**src/core/sdf_pkg.sv**
```systemverilog
package sdf_pkg;

    // Modulator strobe divider: one sample every 128 master clocks.
    localparam int MOD_DIV = 128;
    localparam int DIV_W = 7;
    localparam logic [DIV_W-1:0] MOD_LAST = 7'h7f;

    // Decimation ratios for the four rate select codes.
    localparam int DEC_W = 9;
    localparam logic [DEC_W-1:0] DEC_N_0 = 9'h180;
    localparam logic [DEC_W-1:0] DEC_N_1 = 9'h140;
    localparam logic [DEC_W-1:0] DEC_N_2 = 9'h050;
    localparam logic [DEC_W-1:0] DEC_N_3 = 9'h028;

    // Accumulator width covers 3*log2(Nmax) of growth plus sign and margin.
    localparam int ACC_W = 30;
    localparam int PROD_W = 57;
    localparam int RECIP_W = 26;
    localparam int RECIP_SH = 24;
    localparam logic [63:0] RECIP_NUM = 64'h0000_0100_0000_0000;
    localparam logic [RECIP_W-1:0] RECIP_0 = RECIP_W'(RECIP_NUM / (64'd384 * 64'd384 * 64'd384));
    localparam logic [RECIP_W-1:0] RECIP_1 = RECIP_W'(RECIP_NUM / (64'd320 * 64'd320 * 64'd320));
    localparam logic [RECIP_W-1:0] RECIP_2 = RECIP_W'(RECIP_NUM / (64'd80 * 64'd80 * 64'd80));
    localparam logic [RECIP_W-1:0] RECIP_3 = RECIP_W'(RECIP_NUM / (64'd40 * 64'd40 * 64'd40));

    localparam int OUT_W = 16;
    localparam logic signed [32:0] MIDSCALE = 33'sh0_0000_8000;
    localparam logic signed [32:0] FULLSCALE = 33'sh0_0000_ffff;

    // Output words, the last of them delivered, before data counts as settled.
    localparam logic [2:0] SETTLE_STEP_WORDS = 3'h4;
    localparam logic [2:0] SETTLE_SYNC_WORDS = 3'h3;

    localparam int FIFO_DEPTH = 16;

    // Register map, byte addresses.
    localparam int ADDR_W = 4;
    localparam logic [ADDR_W-1:0] ADDR_CTRL = 4'h0;
    localparam logic [ADDR_W-1:0] ADDR_STATUS = 4'h4;
    localparam logic [ADDR_W-1:0] ADDR_DATA = 4'h8;
    localparam int CTRL_RATE_LO_BIT = 0;
    localparam int CTRL_RATE_HI_BIT = 1;
    localparam int CTRL_BIPOLAR_BIT = 2;
    localparam int CTRL_ENABLE_BIT = 3;
    localparam logic [3:0] CTRL_RESET = 4'h8;
    localparam int ST_SETTLED_BIT = 0;
    localparam int ST_AVAIL_BIT = 1;
    localparam int ST_OVERRUN_BIT = 2;
    localparam int ST_LEVEL_LSB = 8;

    typedef enum logic [1:0] {
        SDF_IDLE,
        SDF_SETTLE,
        SDF_RUN
    } sdf_state_t;

endpackage

```
**src/core/sdf_mod_tick.sv**
```systemverilog
`timescale 1ns/10ps
module sdf_mod_tick import sdf_pkg::*; (
    input wire logic mclk,
    input wire logic rst,
    output logic tick
);

    logic [DIV_W-1:0] cnt_ff;
    logic tick_ff;

    always_ff @(posedge mclk or posedge rst) begin
        if (rst) begin
            cnt_ff <= '0;
        end else begin
            cnt_ff <= cnt_ff + 1'b1;
        end
    end

    always_ff @(posedge mclk or posedge rst) begin
        if (rst) begin
            tick_ff <= 1'b0;
        end else begin
            tick_ff <= (cnt_ff == MOD_LAST);
        end
    end

    assign tick = tick_ff;

endmodule

```
**src/core/sdf_fifo.sv**
```systemverilog
`timescale 1ns/10ps
module sdf_fifo #(
    parameter int W = 16,
    parameter int DEPTH = 16
) (
    input wire logic mclk,
    input wire logic rst,
    input wire logic in_valid,
    output logic in_ready,
    input wire logic [W-1:0] in_data,
    output logic out_valid,
    input wire logic out_ready,
    output logic [W-1:0] out_data,
    output logic [$clog2(DEPTH):0] level
);

    localparam int AW = $clog2(DEPTH);

    logic [W-1:0] mem [DEPTH];
    logic [AW-1:0] wr_ptr_ff;
    logic [AW-1:0] rd_ptr_ff;
    logic [AW:0] level_ff;
    logic push;
    logic pop;

    assign in_ready = (level_ff != (AW+1)'(DEPTH));
    assign out_valid = (level_ff != '0);
    assign push = in_valid && in_ready;
    assign pop = out_ready && out_valid;
    assign out_data = mem[rd_ptr_ff];
    assign level = level_ff;

    always_ff @(posedge mclk) begin
        if (push) begin
            mem[wr_ptr_ff] <= in_data;
        end
    end

    always_ff @(posedge mclk or posedge rst) begin
        if (rst) begin
            wr_ptr_ff <= '0;
            rd_ptr_ff <= '0;
            level_ff <= '0;
        end else begin
            if (push) begin
                wr_ptr_ff <= wr_ptr_ff + 1'b1;
            end
            if (pop) begin
                rd_ptr_ff <= rd_ptr_ff + 1'b1;
            end
            if (push && !pop) begin
                level_ff <= level_ff + 1'b1;
            end else if (pop && !push) begin
                level_ff <= level_ff - 1'b1;
            end
        end
    end

endmodule

```
**src/core/sdf_filter.sv**
```systemverilog
// Operation
// - Output is the cube of an N-tap moving sum, scaled by 1/N^3.
// - A new output word appears once per first-notch period.
// - Two-bit rate select picks N, moving notches without changing shape.
// - Nulls sit at every multiple of the first notch, deeper than 100 dB.
// - After an unsynchronised step, up to four output words are invalid; here a config change discards three words and delivers the fourth.
// - With filter sync, the filter settles within three output words.
// - Datapath carries 5% overrange without internal saturation.
// - Polarity bit alters only output coding and calibration points; here a change also restarts settling.
// - No rejection around multiples of the modulator sample rate.
// - Modulator samples are taken at one 128th of the master clock.
//
// Strobed register access and the address map are this design's own decisions.
`timescale 1ns/10ps
module sdf_filter import sdf_pkg::*; (
    input wire logic mclk,
    input wire logic rst,
    input wire logic mod_bit,
    input wire logic filter_sync,
    output logic mod_sample,
    input wire logic [ADDR_W-1:0] reg_addr,
    input wire logic [31:0] reg_wdata,
    input wire logic reg_wr,
    input wire logic reg_rd,
    output logic [31:0] reg_rdata,
    output logic data_avail
);

    function automatic logic [DEC_W-1:0] dec_n(input logic [1:0] sel);
        case (sel)
            2'h0: dec_n = DEC_N_0;
            2'h1: dec_n = DEC_N_1;
            2'h2: dec_n = DEC_N_2;
            default: dec_n = DEC_N_3;
        endcase
    endfunction

    function automatic logic [RECIP_W-1:0] recip(input logic [1:0] sel);
        case (sel)
            2'h0: recip = RECIP_0;
            2'h1: recip = RECIP_1;
            2'h2: recip = RECIP_2;
            default: recip = RECIP_3;
        endcase
    endfunction

    function automatic logic [OUT_W-1:0] clamp(input logic signed [32:0] v);
        if (v < 0) begin
            clamp = '0;
        end else if (v > FULLSCALE) begin
            clamp = '1;
        end else begin
            clamp = v[OUT_W-1:0];
        end
    endfunction

    logic rate_select_lo_ff;
    logic rate_select_hi_ff;
    logic bipolar_ff;
    logic enable_ff;
    logic [1:0] rate_sel;
    logic ctrl_wr;
    logic cfg_change;
    logic filter_clear;

    logic signed [ACC_W-1:0] int1_ff;
    logic signed [ACC_W-1:0] int2_ff;
    logic signed [ACC_W-1:0] int3_ff;
    logic signed [ACC_W-1:0] dly1_ff;
    logic signed [ACC_W-1:0] dly2_ff;
    logic signed [ACC_W-1:0] dly3_ff;
    logic signed [ACC_W-1:0] sum_ff;
    logic signed [ACC_W-1:0] in_step;
    logic signed [ACC_W-1:0] comb1;
    logic signed [ACC_W-1:0] comb2;
    logic [DEC_W-1:0] phase_ff;
    logic [DEC_W-1:0] n_cur;
    logic last_phase;
    logic dec_stb_ff;

    sdf_state_t state_ff;
    logic [2:0] settle_cnt_ff;
    logic deliver;

    logic signed [PROD_W-1:0] prod;
    logic [PROD_W-1:0] prod_ru;
    logic [PROD_W-1:0] prod_rb;
    logic signed [32:0] uni_val;
    logic signed [32:0] bip_val;
    logic [OUT_W-1:0] code_ff;
    logic scale_stb_ff;

    logic hold_valid_ff;
    logic [OUT_W-1:0] hold_ff;
    logic overrun_ff;
    logic overrun_evt;
    logic fifo_in_ready;
    logic fifo_out_valid;
    logic fifo_pop;
    logic [OUT_W-1:0] fifo_out_data;
    logic [$clog2(FIFO_DEPTH):0] fifo_level;
    logic [31:0] rdata_ff;
    logic avail_ff;

    sdf_mod_tick u_tick (
        .mclk(mclk),
        .rst(rst),
        .tick(mod_sample)
    );

    // Control register and configuration changes.
    assign rate_sel = {rate_select_hi_ff, rate_select_lo_ff};
    assign ctrl_wr = reg_wr && (reg_addr == ADDR_CTRL);
    assign cfg_change = ctrl_wr && enable_ff && reg_wdata[CTRL_ENABLE_BIT] &&
        ({reg_wdata[CTRL_BIPOLAR_BIT], reg_wdata[CTRL_RATE_HI_BIT], reg_wdata[CTRL_RATE_LO_BIT]} !=
         {bipolar_ff, rate_sel});
    assign filter_clear = filter_sync || !enable_ff;

    always_ff @(posedge mclk or posedge rst) begin
        if (rst) begin
            {enable_ff, bipolar_ff, rate_select_hi_ff, rate_select_lo_ff} <= CTRL_RESET;
        end else if (ctrl_wr) begin
            rate_select_lo_ff <= reg_wdata[CTRL_RATE_LO_BIT];
            rate_select_hi_ff <= reg_wdata[CTRL_RATE_HI_BIT];
            bipolar_ff <= reg_wdata[CTRL_BIPOLAR_BIT];
            enable_ff <= reg_wdata[CTRL_ENABLE_BIT];
        end
    end

    // Each modulator bit becomes +1 or -1; the bitstream is sampled only on the divided strobe.
    assign in_step = mod_bit ? {{(ACC_W-1){1'b0}}, 1'b1} : {ACC_W{1'b1}};

    // Integrators wrap modulo 2^ACC_W; the combs undo the wrap exactly.
    always_ff @(posedge mclk or posedge rst) begin
        if (rst) begin
            int1_ff <= '0;
            int2_ff <= '0;
            int3_ff <= '0;
        end else if (filter_clear) begin
            int1_ff <= '0;
            int2_ff <= '0;
            int3_ff <= '0;
        end else if (mod_sample) begin
            int1_ff <= int1_ff + in_step;
            int2_ff <= int2_ff + int1_ff;
            int3_ff <= int3_ff + int2_ff;
        end
    end

    assign n_cur = dec_n(rate_sel);
    assign last_phase = mod_sample && (phase_ff == n_cur - 1'b1);

    always_ff @(posedge mclk or posedge rst) begin
        if (rst) begin
            phase_ff <= '0;
        end else if (filter_clear || cfg_change) begin
            phase_ff <= '0;
        end else if (mod_sample) begin
            phase_ff <= last_phase ? '0 : phase_ff + 1'b1;
        end
    end

    assign comb1 = int3_ff - dly1_ff;
    assign comb2 = comb1 - dly2_ff;

    always_ff @(posedge mclk or posedge rst) begin
        if (rst) begin
            dly1_ff <= '0;
            dly2_ff <= '0;
            dly3_ff <= '0;
            sum_ff <= '0;
        end else if (filter_clear) begin
            dly1_ff <= '0;
            dly2_ff <= '0;
            dly3_ff <= '0;
            sum_ff <= '0;
        end else if (last_phase) begin
            // Three N-sample differences give zeros at every multiple of fmod/N.
            dly1_ff <= int3_ff;
            dly2_ff <= comb1;
            dly3_ff <= comb2;
            sum_ff <= comb2 - dly3_ff;
        end
    end

    always_ff @(posedge mclk or posedge rst) begin
        if (rst) begin
            dec_stb_ff <= 1'b0;
        end else begin
            dec_stb_ff <= last_phase && !filter_clear;
        end
    end

    // Settling: words are discarded until the state window has refilled.
    assign deliver = dec_stb_ff && !filter_clear && !cfg_change &&
        ((state_ff == SDF_RUN) || ((state_ff == SDF_SETTLE) && (settle_cnt_ff <= 3'h1)));

    always_ff @(posedge mclk or posedge rst) begin
        if (rst) begin
            state_ff <= SDF_IDLE;
            settle_cnt_ff <= SETTLE_SYNC_WORDS;
        end else if (filter_clear) begin
            state_ff <= enable_ff ? SDF_SETTLE : SDF_IDLE;
            settle_cnt_ff <= SETTLE_SYNC_WORDS;
        end else if (cfg_change) begin
            state_ff <= SDF_SETTLE;
            settle_cnt_ff <= SETTLE_STEP_WORDS;
        end else begin
            case (state_ff)
                SDF_IDLE: begin
                    state_ff <= SDF_SETTLE;
                end
                SDF_SETTLE: begin
                    if (dec_stb_ff) begin
                        settle_cnt_ff <= settle_cnt_ff - 1'b1;
                        if (settle_cnt_ff <= 3'h1) begin
                            state_ff <= SDF_RUN;
                        end
                    end
                end
                SDF_RUN: begin
                    settle_cnt_ff <= '0;
                end
                default: begin
                    state_ff <= SDF_IDLE;
                end
            endcase
        end
    end

    // Scaling by 2^40/N^3 replaces the 1/N^3 divide with one multiply.
    assign prod = PROD_W'(sum_ff) * PROD_W'(signed'({1'b0, recip(rate_sel)}));
    // Half an output step is added before the shift, so the truncated reciprocal drops an exact code by one only for unipolar codes over 38836 at N=320.
    assign prod_ru = prod + (PROD_W'(1) << (RECIP_SH - 1));
    assign prod_rb = prod + (PROD_W'(1) << RECIP_SH);
    assign uni_val = prod_ru[PROD_W-1:RECIP_SH];
    assign bip_val = {prod_rb[PROD_W-1], prod_rb[PROD_W-1:RECIP_SH+1]} + MIDSCALE;

    always_ff @(posedge mclk or posedge rst) begin
        if (rst) begin
            code_ff <= '0;
            scale_stb_ff <= 1'b0;
        end else begin
            scale_stb_ff <= deliver;
            if (deliver) begin
                code_ff <= bipolar_ff ? clamp(bip_val) : clamp(uni_val);
            end
        end
    end

    // A full FIFO stalls the holding stage; a newer word then replaces the held one.
    assign overrun_evt = scale_stb_ff && hold_valid_ff && !fifo_in_ready;

    always_ff @(posedge mclk or posedge rst) begin
        if (rst) begin
            hold_valid_ff <= 1'b0;
            hold_ff <= '0;
        end else if (scale_stb_ff) begin
            hold_valid_ff <= 1'b1;
            hold_ff <= code_ff;
        end else if (fifo_in_ready) begin
            hold_valid_ff <= 1'b0;
        end
    end

    always_ff @(posedge mclk or posedge rst) begin
        if (rst) begin
            overrun_ff <= 1'b0;
        end else if (overrun_evt) begin
            overrun_ff <= 1'b1;
        end else if (reg_wr && (reg_addr == ADDR_STATUS) && reg_wdata[ST_OVERRUN_BIT]) begin
            overrun_ff <= 1'b0;
        end
    end

    sdf_fifo #(
        .W(OUT_W),
        .DEPTH(FIFO_DEPTH)
    ) u_fifo (
        .mclk(mclk),
        .rst(rst),
        .in_valid(hold_valid_ff),
        .in_ready(fifo_in_ready),
        .in_data(hold_ff),
        .out_valid(fifo_out_valid),
        .out_ready(fifo_pop),
        .out_data(fifo_out_data),
        .level(fifo_level)
    );

    assign fifo_pop = reg_rd && (reg_addr == ADDR_DATA) && fifo_out_valid;

    always_ff @(posedge mclk or posedge rst) begin
        if (rst) begin
            rdata_ff <= '0;
        end else begin
            rdata_ff <= '0;
            if (reg_rd) begin
                case (reg_addr)
                    ADDR_CTRL: begin
                        rdata_ff[CTRL_RATE_LO_BIT] <= rate_select_lo_ff;
                        rdata_ff[CTRL_RATE_HI_BIT] <= rate_select_hi_ff;
                        rdata_ff[CTRL_BIPOLAR_BIT] <= bipolar_ff;
                        rdata_ff[CTRL_ENABLE_BIT] <= enable_ff;
                    end
                    ADDR_STATUS: begin
                        rdata_ff[ST_SETTLED_BIT] <= (state_ff == SDF_RUN);
                        rdata_ff[ST_AVAIL_BIT] <= fifo_out_valid;
                        rdata_ff[ST_OVERRUN_BIT] <= overrun_ff;
                        rdata_ff[ST_LEVEL_LSB +: 5] <= fifo_level;
                    end
                    ADDR_DATA: begin
                        if (fifo_out_valid) begin
                            rdata_ff[OUT_W-1:0] <= fifo_out_data;
                        end
                    end
                    default: begin
                        rdata_ff <= '0;
                    end
                endcase
            end
        end
    end

    always_ff @(posedge mclk or posedge rst) begin
        if (rst) begin
            avail_ff <= 1'b0;
        end else begin
            avail_ff <= fifo_out_valid;
        end
    end

    assign reg_rdata = rdata_ff;
    assign data_avail = avail_ff;

    property p_mod_period;
        @(posedge mclk) disable iff (rst)
        mod_sample |-> ##1 !mod_sample [*8] ##120 mod_sample;
    endproperty
    a_mod_period: assert property (p_mod_period) else $error("modulator strobe period is not 128 clocks");

    property p_phase_bound;
        @(posedge mclk) disable iff (rst)
        phase_ff < n_cur;
    endproperty
    a_phase_bound: assert property (p_phase_bound) else $error("decimation phase beyond selected ratio");

    property p_word_at_notch;
        @(posedge mclk) disable iff (rst)
        dec_stb_ff |-> $past(mod_sample) && ($past(phase_ff) == $past(n_cur) - 1'b1) && (phase_ff == '0);
    endproperty
    a_word_at_notch: assert property (p_word_at_notch) else $error("output word not at end of N samples");

    property p_step_restart;
        @(posedge mclk) disable iff (rst)
        (cfg_change && !filter_clear) |=> (settle_cnt_ff == 3'h4) && (state_ff == SDF_SETTLE) && !scale_stb_ff;
    endproperty
    a_step_restart: assert property (p_step_restart) else $error("config change did not restart settling at four");

    property p_sync_settle;
        @(posedge mclk) disable iff (rst)
        (filter_sync && enable_ff) |=> (settle_cnt_ff == 3'h3) && (int3_ff == '0) && (phase_ff == '0);
    endproperty
    a_sync_settle: assert property (p_sync_settle) else $error("filter sync did not clear and arm three words");

    property p_no_early_word;
        @(posedge mclk) disable iff (rst)
        (dec_stb_ff && (state_ff == SDF_SETTLE) && (settle_cnt_ff > 3'h1)) |=> !scale_stb_ff;
    endproperty
    a_no_early_word: assert property (p_no_early_word) else $error("unsettled word delivered");

    property p_bipolar_mid;
        @(posedge mclk) disable iff (rst)
        (deliver && bipolar_ff && (sum_ff == '0)) |=> (code_ff == 16'h8000);
    endproperty
    a_bipolar_mid: assert property (p_bipolar_mid) else $error("bipolar zero not at midscale");

    property p_unipolar_zero;
        @(posedge mclk) disable iff (rst)
        (deliver && !bipolar_ff && (sum_ff <= 0)) |=> (code_ff == 16'h0000);
    endproperty
    a_unipolar_zero: assert property (p_unipolar_zero) else $error("unipolar low end not at code zero");

    property p_read_data;
        @(posedge mclk) disable iff (rst)
        fifo_pop |=> (reg_rdata[OUT_W-1:0] == $past(fifo_out_data)) ##1 (reg_rdata == '0 || $past(reg_rd));
    endproperty
    a_read_data: assert property (p_read_data) else $error("read data not presented one cycle after read");

endmodule

```
**config.mk**
```make
export PLATFORM = sky130hd
export DESIGN_NAME = sdf_filter
export DESIGN_NICKNAME = d
export VERILOG_FILES = /design/src/core/sdf_pkg.sv /design/src/core/sdf_mod_tick.sv /design/src/core/sdf_fifo.sv /design/src/core/sdf_filter.sv
export SDC_FILE = /design/constraint.sdc
export NUM_CORES = 2
export LEC_CHECK = 0
export BUFFER_PORTS_ARGS = -buffer_cell sky130_fd_sc_hd__buf_2
export CAP_MARGIN = 20
export CORE_ASPECT_RATIO = 1.75
export CORE_MARGIN = 4
export CORE_UTILIZATION = 52
export CTS_CLUSTER_SIZE = 20
export DETAILED_ROUTE_END_ITERATION = 8
export PLACE_DENSITY = 0.71
export SETUP_SLACK_MARGIN = 0.4
export SYNTH_ARGS = -nofsm -noshare
export SYNTH_HDL_FRONTEND = slang
export SYNTH_SLANG_ARGS = --single-unit
```
**constraint.sdc**
```tcl
create_clock -name mclk -period 22.1 [get_ports mclk]
set_clock_uncertainty 0.1 [all_clocks]
set_input_delay 4.42 -clock mclk [delete_from_list [all_inputs] [get_ports mclk]]
set_output_delay 4.42 -clock mclk [all_outputs]
set_load 0.01 [all_outputs]
```
* After elaboration in Yosys (flattened, before gate mapping)
Memories as Yosys holds them, arrays and structs flattened. Index checks and enable logic that the tools add are counted.
Word-level totals: flip-flop bits (word level) 318, memory bits (writable) 256, output and inout bits 34, memories kept 1
Cells by class: add/subtract/negate cells 17, multipliers 1, order comparisons 5, equal/unequal tests 13, mux-type cells 50, reductions and logical operators 42
Memory list:
- u_fifo.mem | depth 16, width 16, read ports 1, clocked after Yosys merged registers in 0, wr ports 1, line sdf_fifo.sv:19 | logic [W-1:0] mem [DEPTH];
Operator list (number):
- 30-bit two-way mux | 15
- 16-bit two-way mux | 7
- 30-bit adder | 3
- 30-bit subtractor | 3
- 25-bit case mux with 3 select lines | 1
- 33-bit by 17-bit greater-than comparator with 1-bit output (second input constant) | 2
- 33-bit by 1-bit less-than comparator with 1-bit output (second input constant) | 2
- 56-bit by 25-bit adder with 57-bit output (second input constant) | 1
- 56-bit by 26-bit adder with 57-bit output (second input constant) | 1
- 30-bit by 26-bit multiplier with 56-bit output | 1
- 32-bit by 17-bit adder with 33-bit output (second input constant) | 1
- 9-bit two-way mux | 3
- 9-bit case mux with 3 select lines | 1
- 1-bit logical AND | 20
- 3-bit two-way mux | 4
- 2-bit nonzero test | 6
- 5-bit two-way mux | 2
- 5-bit case mux with 2 select lines | 1
- 9-bit by 1-bit adder with 9-bit output (second input constant) | 1
- 9-bit equality test | 1
- 3-bit case mux with 3 select lines | 1
- 9-bit by 1-bit subtractor with 9-bit output (second input constant) | 1
- 4-bit by 1-bit adder with 4-bit output (second input constant) | 2
- 2-bit two-way mux | 4
- other kinds (28) | 44

* Longest topological paths before layout
word-level depth 9, depth in mapped cells 47, gate-level depth less buffers 42

* By module
A second synthesis with hierarchy kept.
Second synthesis, totals: cells, all modules 5631, area, all modules 55126.6 um^2
By module, submodules not included:
- sdf_filter | times used 1, cells each 5058, area an instance 43948.4 um^2, sequential area each 7035.5 um^2
- sdf_fifo | times used 1, cells each 549, area an instance 10869.2 um^2, sequential area each 8012.7 um^2
- sdf_mod_tick | times used 1, cells each 24, area an instance 309.0 um^2, sequential area each 200.2 um^2

* Worst setup path after synthesis
Ideal clock, no wire load.
kind flip-flop to flip-flop, start reg rate_select_hi_ff, end reg code_ff[5], library setup time 0.124 ns, data arrival time 10.268 ns, slack 11.608 ns, cell stages (with the launch flop) 41, period minus slack after synthesis 10.492 ns, path through dfrtp_1 clkbuf_1 clkbuf_1 inv_1 ha_1 nor2_1 nor2_1 clkbuf_1 and2_1 ha_1 inv_1 fa_1 inv_1 fa_1 fa_1 fa_1 fa_1 inv_1 [... 5 more ...] or3_1 o211a_1 and3_1 clkbuf_1 and4_1 nand4_2 nor3_1 a21oi_1 or2_2 ha_1 o211a_1 or3_1 a211oi_2 o2111ai_2 nor4_4 o21ai_2 a21o_1 o31a_1
On the way: longest elaborated chain between the ends 9
RTL lines:
- start: declaration | line sdf_filter.sv:58 | logic rate_select_hi_ff;
- start signal: assignment | line sdf_filter.sv:124 | rate_select_hi_ff <= reg_wdata[CTRL_RATE_HI_BIT];
- 2-bit equality test, or another cell as far along | line sdf_filter.sv:39 | case (sel)
- 25-bit case mux with 3 select lines | line sdf_filter.sv:39
- 30-bit by 26-bit multiplier with 56-bit output | line sdf_filter.sv:232 | assign prod = PROD_W'(sum_ff) * PROD_W'(signed'({1'b0, recip(rate_sel)}));
- 56-bit by 26-bit adder with 57-bit output | line sdf_filter.sv:235 | assign prod_rb = prod + (PROD_W'(1) << RECIP_SH);
- 32-bit by 17-bit adder with 33-bit output | line sdf_filter.sv:237 | assign bip_val = {prod_rb[PROD_W-1], prod_rb[PROD_W-1:RECIP_SH+1]} + MIDSCALE;
- 33-bit by 17-bit greater-than comparator with 1-bit output | line sdf_filter.sv:50 | end else if (v > FULLSCALE) begin
- 16-bit two-way mux | line sdf_filter.sv:50
- 16-bit two-way mux | line sdf_filter.sv:48 | if (v < 0) begin
- 16-bit two-way mux | line sdf_filter.sv:246 | code_ff <= bipolar_ff ? clamp(bip_val) : clamp(uni_val);
- end signal: assignment | line sdf_filter.sv:246
- end: declaration | line sdf_filter.sv:90 | logic [OUT_W-1:0] code_ff;
Several ways; a longest one is shown, not always the timed one. A chain may end at the register's enable or synchronous reset.

* Worst setup path after layout
Ends and elaborated chain as after synthesis.

==> impl_metrics.py <==
metrics = {
    "run_status": {
        "outcome": "completed",
    },
    "placement": {
        "io_buffers": 31,
        "placed_cells": 6671,
        "hpwl_mm": 106.0,
        "place_congestion": 0.9780,
    },
    "setup_path": {
        "cp-start-kind": "flop",
        "rrSetupSlack_ns": 9.39,
        "required_ns": 22.51,
        "cp_max_fo": 30,
        "crit_type": "flop to flop",
        "cpMaxStageDelayCell": "nor3_1",
        "cpMostUsedCell": "inv_1",
        "crit_path_max_incr_delay_ns": 0.61,
        "rr_worst_depth": 40,
        "reg2reg_to": "code_ff[5]$_DFFE_PP0P_",
        "r2r-start": "rate_select_hi_ff$_DFFE_PP0P_",
        "worst_ep_arrival_time_ns": 13.12,
        "endpoint_kind": "flop",
    },
    "synthesis": {
        "synth_seq_cells": 558,
        "syn_area_per_cell_um2": 9.907,
        "synth_area_um2": 53950,
        "ys_seq_area_share_pct": 28.27,
        "synthArstFlopShare_pct": 54.12,
        "synth_ff_type": "dfrtp_1",
        "synthCells": 5445,
        "synth_warnings": 0,
        "synth_cell_types": 106,
        "synth-edff-count": 256,
    },
    "sta": {
        "hold_viol_final": 0,
        "tns_ns": 0,
        "max_freq_mhz": 78.67,
        "drv_slew": 0,
        "holdWs_ns": 0.3649,
        "period_minus_slack_ns": 12.71,
        "finalCritPeriodShare_pct": 57.52,
        "max_slew_margin_pct": 34.51,
        "tightestPinTransition_ns": 0.9733,
        "rsz0062_at_grt": "false",
        "finalSetupViolCount": 0,
    },
    "die": {
        "core-area_um2": 103100,
        "die_w_um": 251.5,
        "dieArea_um2": 109200,
        "initial_core_util_pct": 52.34,
        "die_h_um": 434.1,
        "num_rows": 156,
        "pin_count": 76,
    },
    "clock_tree": {
        "post_cts_buffers": 0,
        "cts_buffers": 55,
        "root_buffer": "clkbuf_16",
        "ctsResizeCount": 0,
        "clk-insertion-delay-late_ns": 0.63,
        "cts_max_level": 2,
        "clk_pin_slew_worst_paths_ns": 0.06,
        "postCtsHoldBufs": 0,
        "cts_max_path_buffers": 3,
        "cts.sinks": 558,
        "cts_tree": "done",
    },
    "global_route": {
        "grt_usage_pct": 24.55,
        "antenna_found_initial": 1,
        "grt_pass1_wl_mm": 212.3,
        "grt_pass1_vias": 40470,
        "grt_overflow": 0,
        "grt_max_degree": 110,
    },
    "detailed_routing": {
        "vias_per_cell": 5.639,
        "ant_nets": 0,
        "first_pass_iters": 5,
        "dr_total_vias": 38210,
        "wl_per_cell_um": 19.57,
        "routed_wl_mm": 132.6,
        "drc": 0,
        "drt_iter0_markers": 1578,
    },
    "power": {
        "vdd_drop_max_v": 0.00006174,
        "power_mw": 2.186,
        "cellPowerDensity_nw_per_um2": 38.19,
        "leakage_nw": 25.92,
    },
    "finish": {
        "fin_cells": 6776,
        "drive_gt1_share_pct": 6.665,
        "area_growth_pct": 6.123,
        "finish.net_count": 6462,
    },
    "min_path": {
        "min-delay-start": "u_tick.cnt_ff[4]$_DFF_PP0_",
        "hold_class": "flop to flop",
        "whs_path_depth": 1,
        "hold_end": "u_tick.cnt_ff[4]$_DFF_PP0_",
    },
    "job": {
        "maxCapViolCount": 0,
    },
}
## placed cells by master (no fill, tap or decap), types with 15 or more instances in the layout
master | Yosys | layout
o21ai_0 | 130 | 130
nand2_1 | 390 | 390
a31oi_1 | 17 | 17
fa_1 | 512 | 512
o21bai_1 | 28 | 28
nand3_1 | 91 | 91
nor3_1 | 97 | 93
buf_4 | 16 | 50
and3_1 | 46 | 46
xor2_1 | 73 | 73
inv_1 | 901 | 900
o211ai_1 | 20 | 20
buf_2 | 7 | 31
nand2b_1 | 33 | 32
mux2_2 | 30 | 30
mux2i_1 | 72 | 72
edfxtp_1 | 256 | 256
a211oi_1 | 55 | 55
nor2_1 | 324 | 324
dfrtp_1 | 299 | 294
and2_1 | 179 | 179
a211o_1 | 15 | 15
a21o_1 | 66 | 66
xnor2_1 | 178 | 178
clkbuf_16 | 0 | 56
or2_2 | 39 | 39
conb_1 | 1 | 16
a21oi_1 | 302 | 302
mux4_2 | 64 | 64
ha_1 | 522 | 520
or3_1 | 40 | 40
o21a_1 | 28 | 28
nor2b_1 | 131 | 130
nand4_1 | 36 | 36
## logic make-up (layout without fill, tap and decap cells)
family / count (synthesis) / in the layout / share of synthesized area [%]
buffers and inverters: 1115 / 1086 / 7.900
AOI/OAI and AO/OA: 838 / 838 / 10.13
muxes: 166 / 166 / 4.634
other: 1 / 18 / 0.006951
and+or+nand+nor: 1480 / 1480 / 13.81
DFF: 558 / 558 / 28.27
adders and majority gates: 1034 / 1034 / 31.11
xor gates and xnor gates: 253 / 253 / 4.149
## state kept, by name, summed over array words and instances, names as in the netlist, 30 cells and up
name	cells
dly3_ff	30
int3_ff	30
int2_ff	30
int1_ff	30
u_fifo.mem	256
dly2_ff	30
sum_ff	30
dly1_ff	30
## power by group
part           internal, mW  total [mW]  switching [mW]
registers              1.08        1.09         0.00676
logic                0.0273       0.153           0.126
clock network         0.544       0.944           0.400
## synthesized netlist by cell type, types with 12 or more instances
master	number	area share (%)
mux2_2	30	0.63
or2_2	39	0.45
nor2b_1	131	1.5
xor2_1	73	1.2
and3_1	46	0.53
o211ai_1	20	0.28
edfxtp_1	256	14
nor3_1	97	0.90
o21a_1	28	0.39
nor4_1	14	0.16
ha_1	522	12
nand3_1	91	0.84
xnor2_1	178	2.9
nand4_1	36	0.42
mux2i_1	72	1.3
dfrtp_1	299	14
a211o_1	15	0.24
a21o_1	66	0.92
nor2_1	324	2.3
nand2_1	390	2.7
nand2b_1	33	0.38
o21bai_1	28	0.39
and4_1	13	0.21
inv_1	901	6.3
a211oi_1	55	0.77
buf_1	20	0.14
o31ai_1	14	0.19
clkbuf_1	169	1.2
o211a_1	12	0.22
a31oi_1	17	0.20
or3_1	40	0.46
a21oi_1	302	2.8
fa_1	512	19
and2_1	179	2.1
mux4_2	64	2.7
buf_4	16	0.22
o21ai_0	130	1.2
## critical path: cells and delay by family (launching register included)
kind	cells	cell delay (ns)
AOI/OAI and AO/OA	9	2.60
adders and majority gates	10	3.97
buffers and inverters	10	1.79
DFF	1	0.39
and+or+nand+nor	11	3.65
## worst max-delay path by stage
stage                                        startpoint                      end  slack (ns)  depth (start not counted)
after floorplan                                     rst   bipolar_ff$_DFFE_PP0P_        9.24                          1
after global placement    rate_select_lo_ff$_DFFE_PP0P_  code_ff[13]$_DFFE_PP0P_        9.80                         37
after detailed placement  rate_select_hi_ff$_DFFE_PP0P_   code_ff[5]$_DFFE_PP0P_        9.68                         37
after CTS                 rate_select_hi_ff$_DFFE_PP0P_   code_ff[5]$_DFFE_PP0P_        9.61                         37
after global routing      rate_select_hi_ff$_DFFE_PP0P_   code_ff[5]$_DFFE_PP0P_        8.91                         37
final                     rate_select_hi_ff$_DFFE_PP0P_   code_ff[5]$_DFFE_PP0P_        9.39                         40
## cell type report
type                       count  area [µm²]
fill                        9028       45810
clock buffer                  79        1578
antenna                        2       5.005
multi-input combinational   3787       34530
clock inverter                23       240.2
sequential                   558       15260
tap                         1343        1680
timing repair buffer          82       558.0
inverter                     902        3393
## through the flow
stage	utilization [%]	setup WS, ns	area [µm²]
final	55.55	9.388	57250
after detailed placement	53.75	9.676	55400
after floorplan	-	9.239	54000
after global routing	55.54	8.906	57240
after global placement	53.75	9.796	55400
after CTS	55.52	9.611	57220
## routing by layer
layer  vias up  global-route usage (%)  wire (µm)
li1      18020                       -          -
met1     18970                   24.26      44200
met2       815                   48.68      74840
met3       411                   2.022       3391
met4         0                   15.13      10180
met5         -                       0          0
Note: power is estimated with default switching activity, not from simulation.
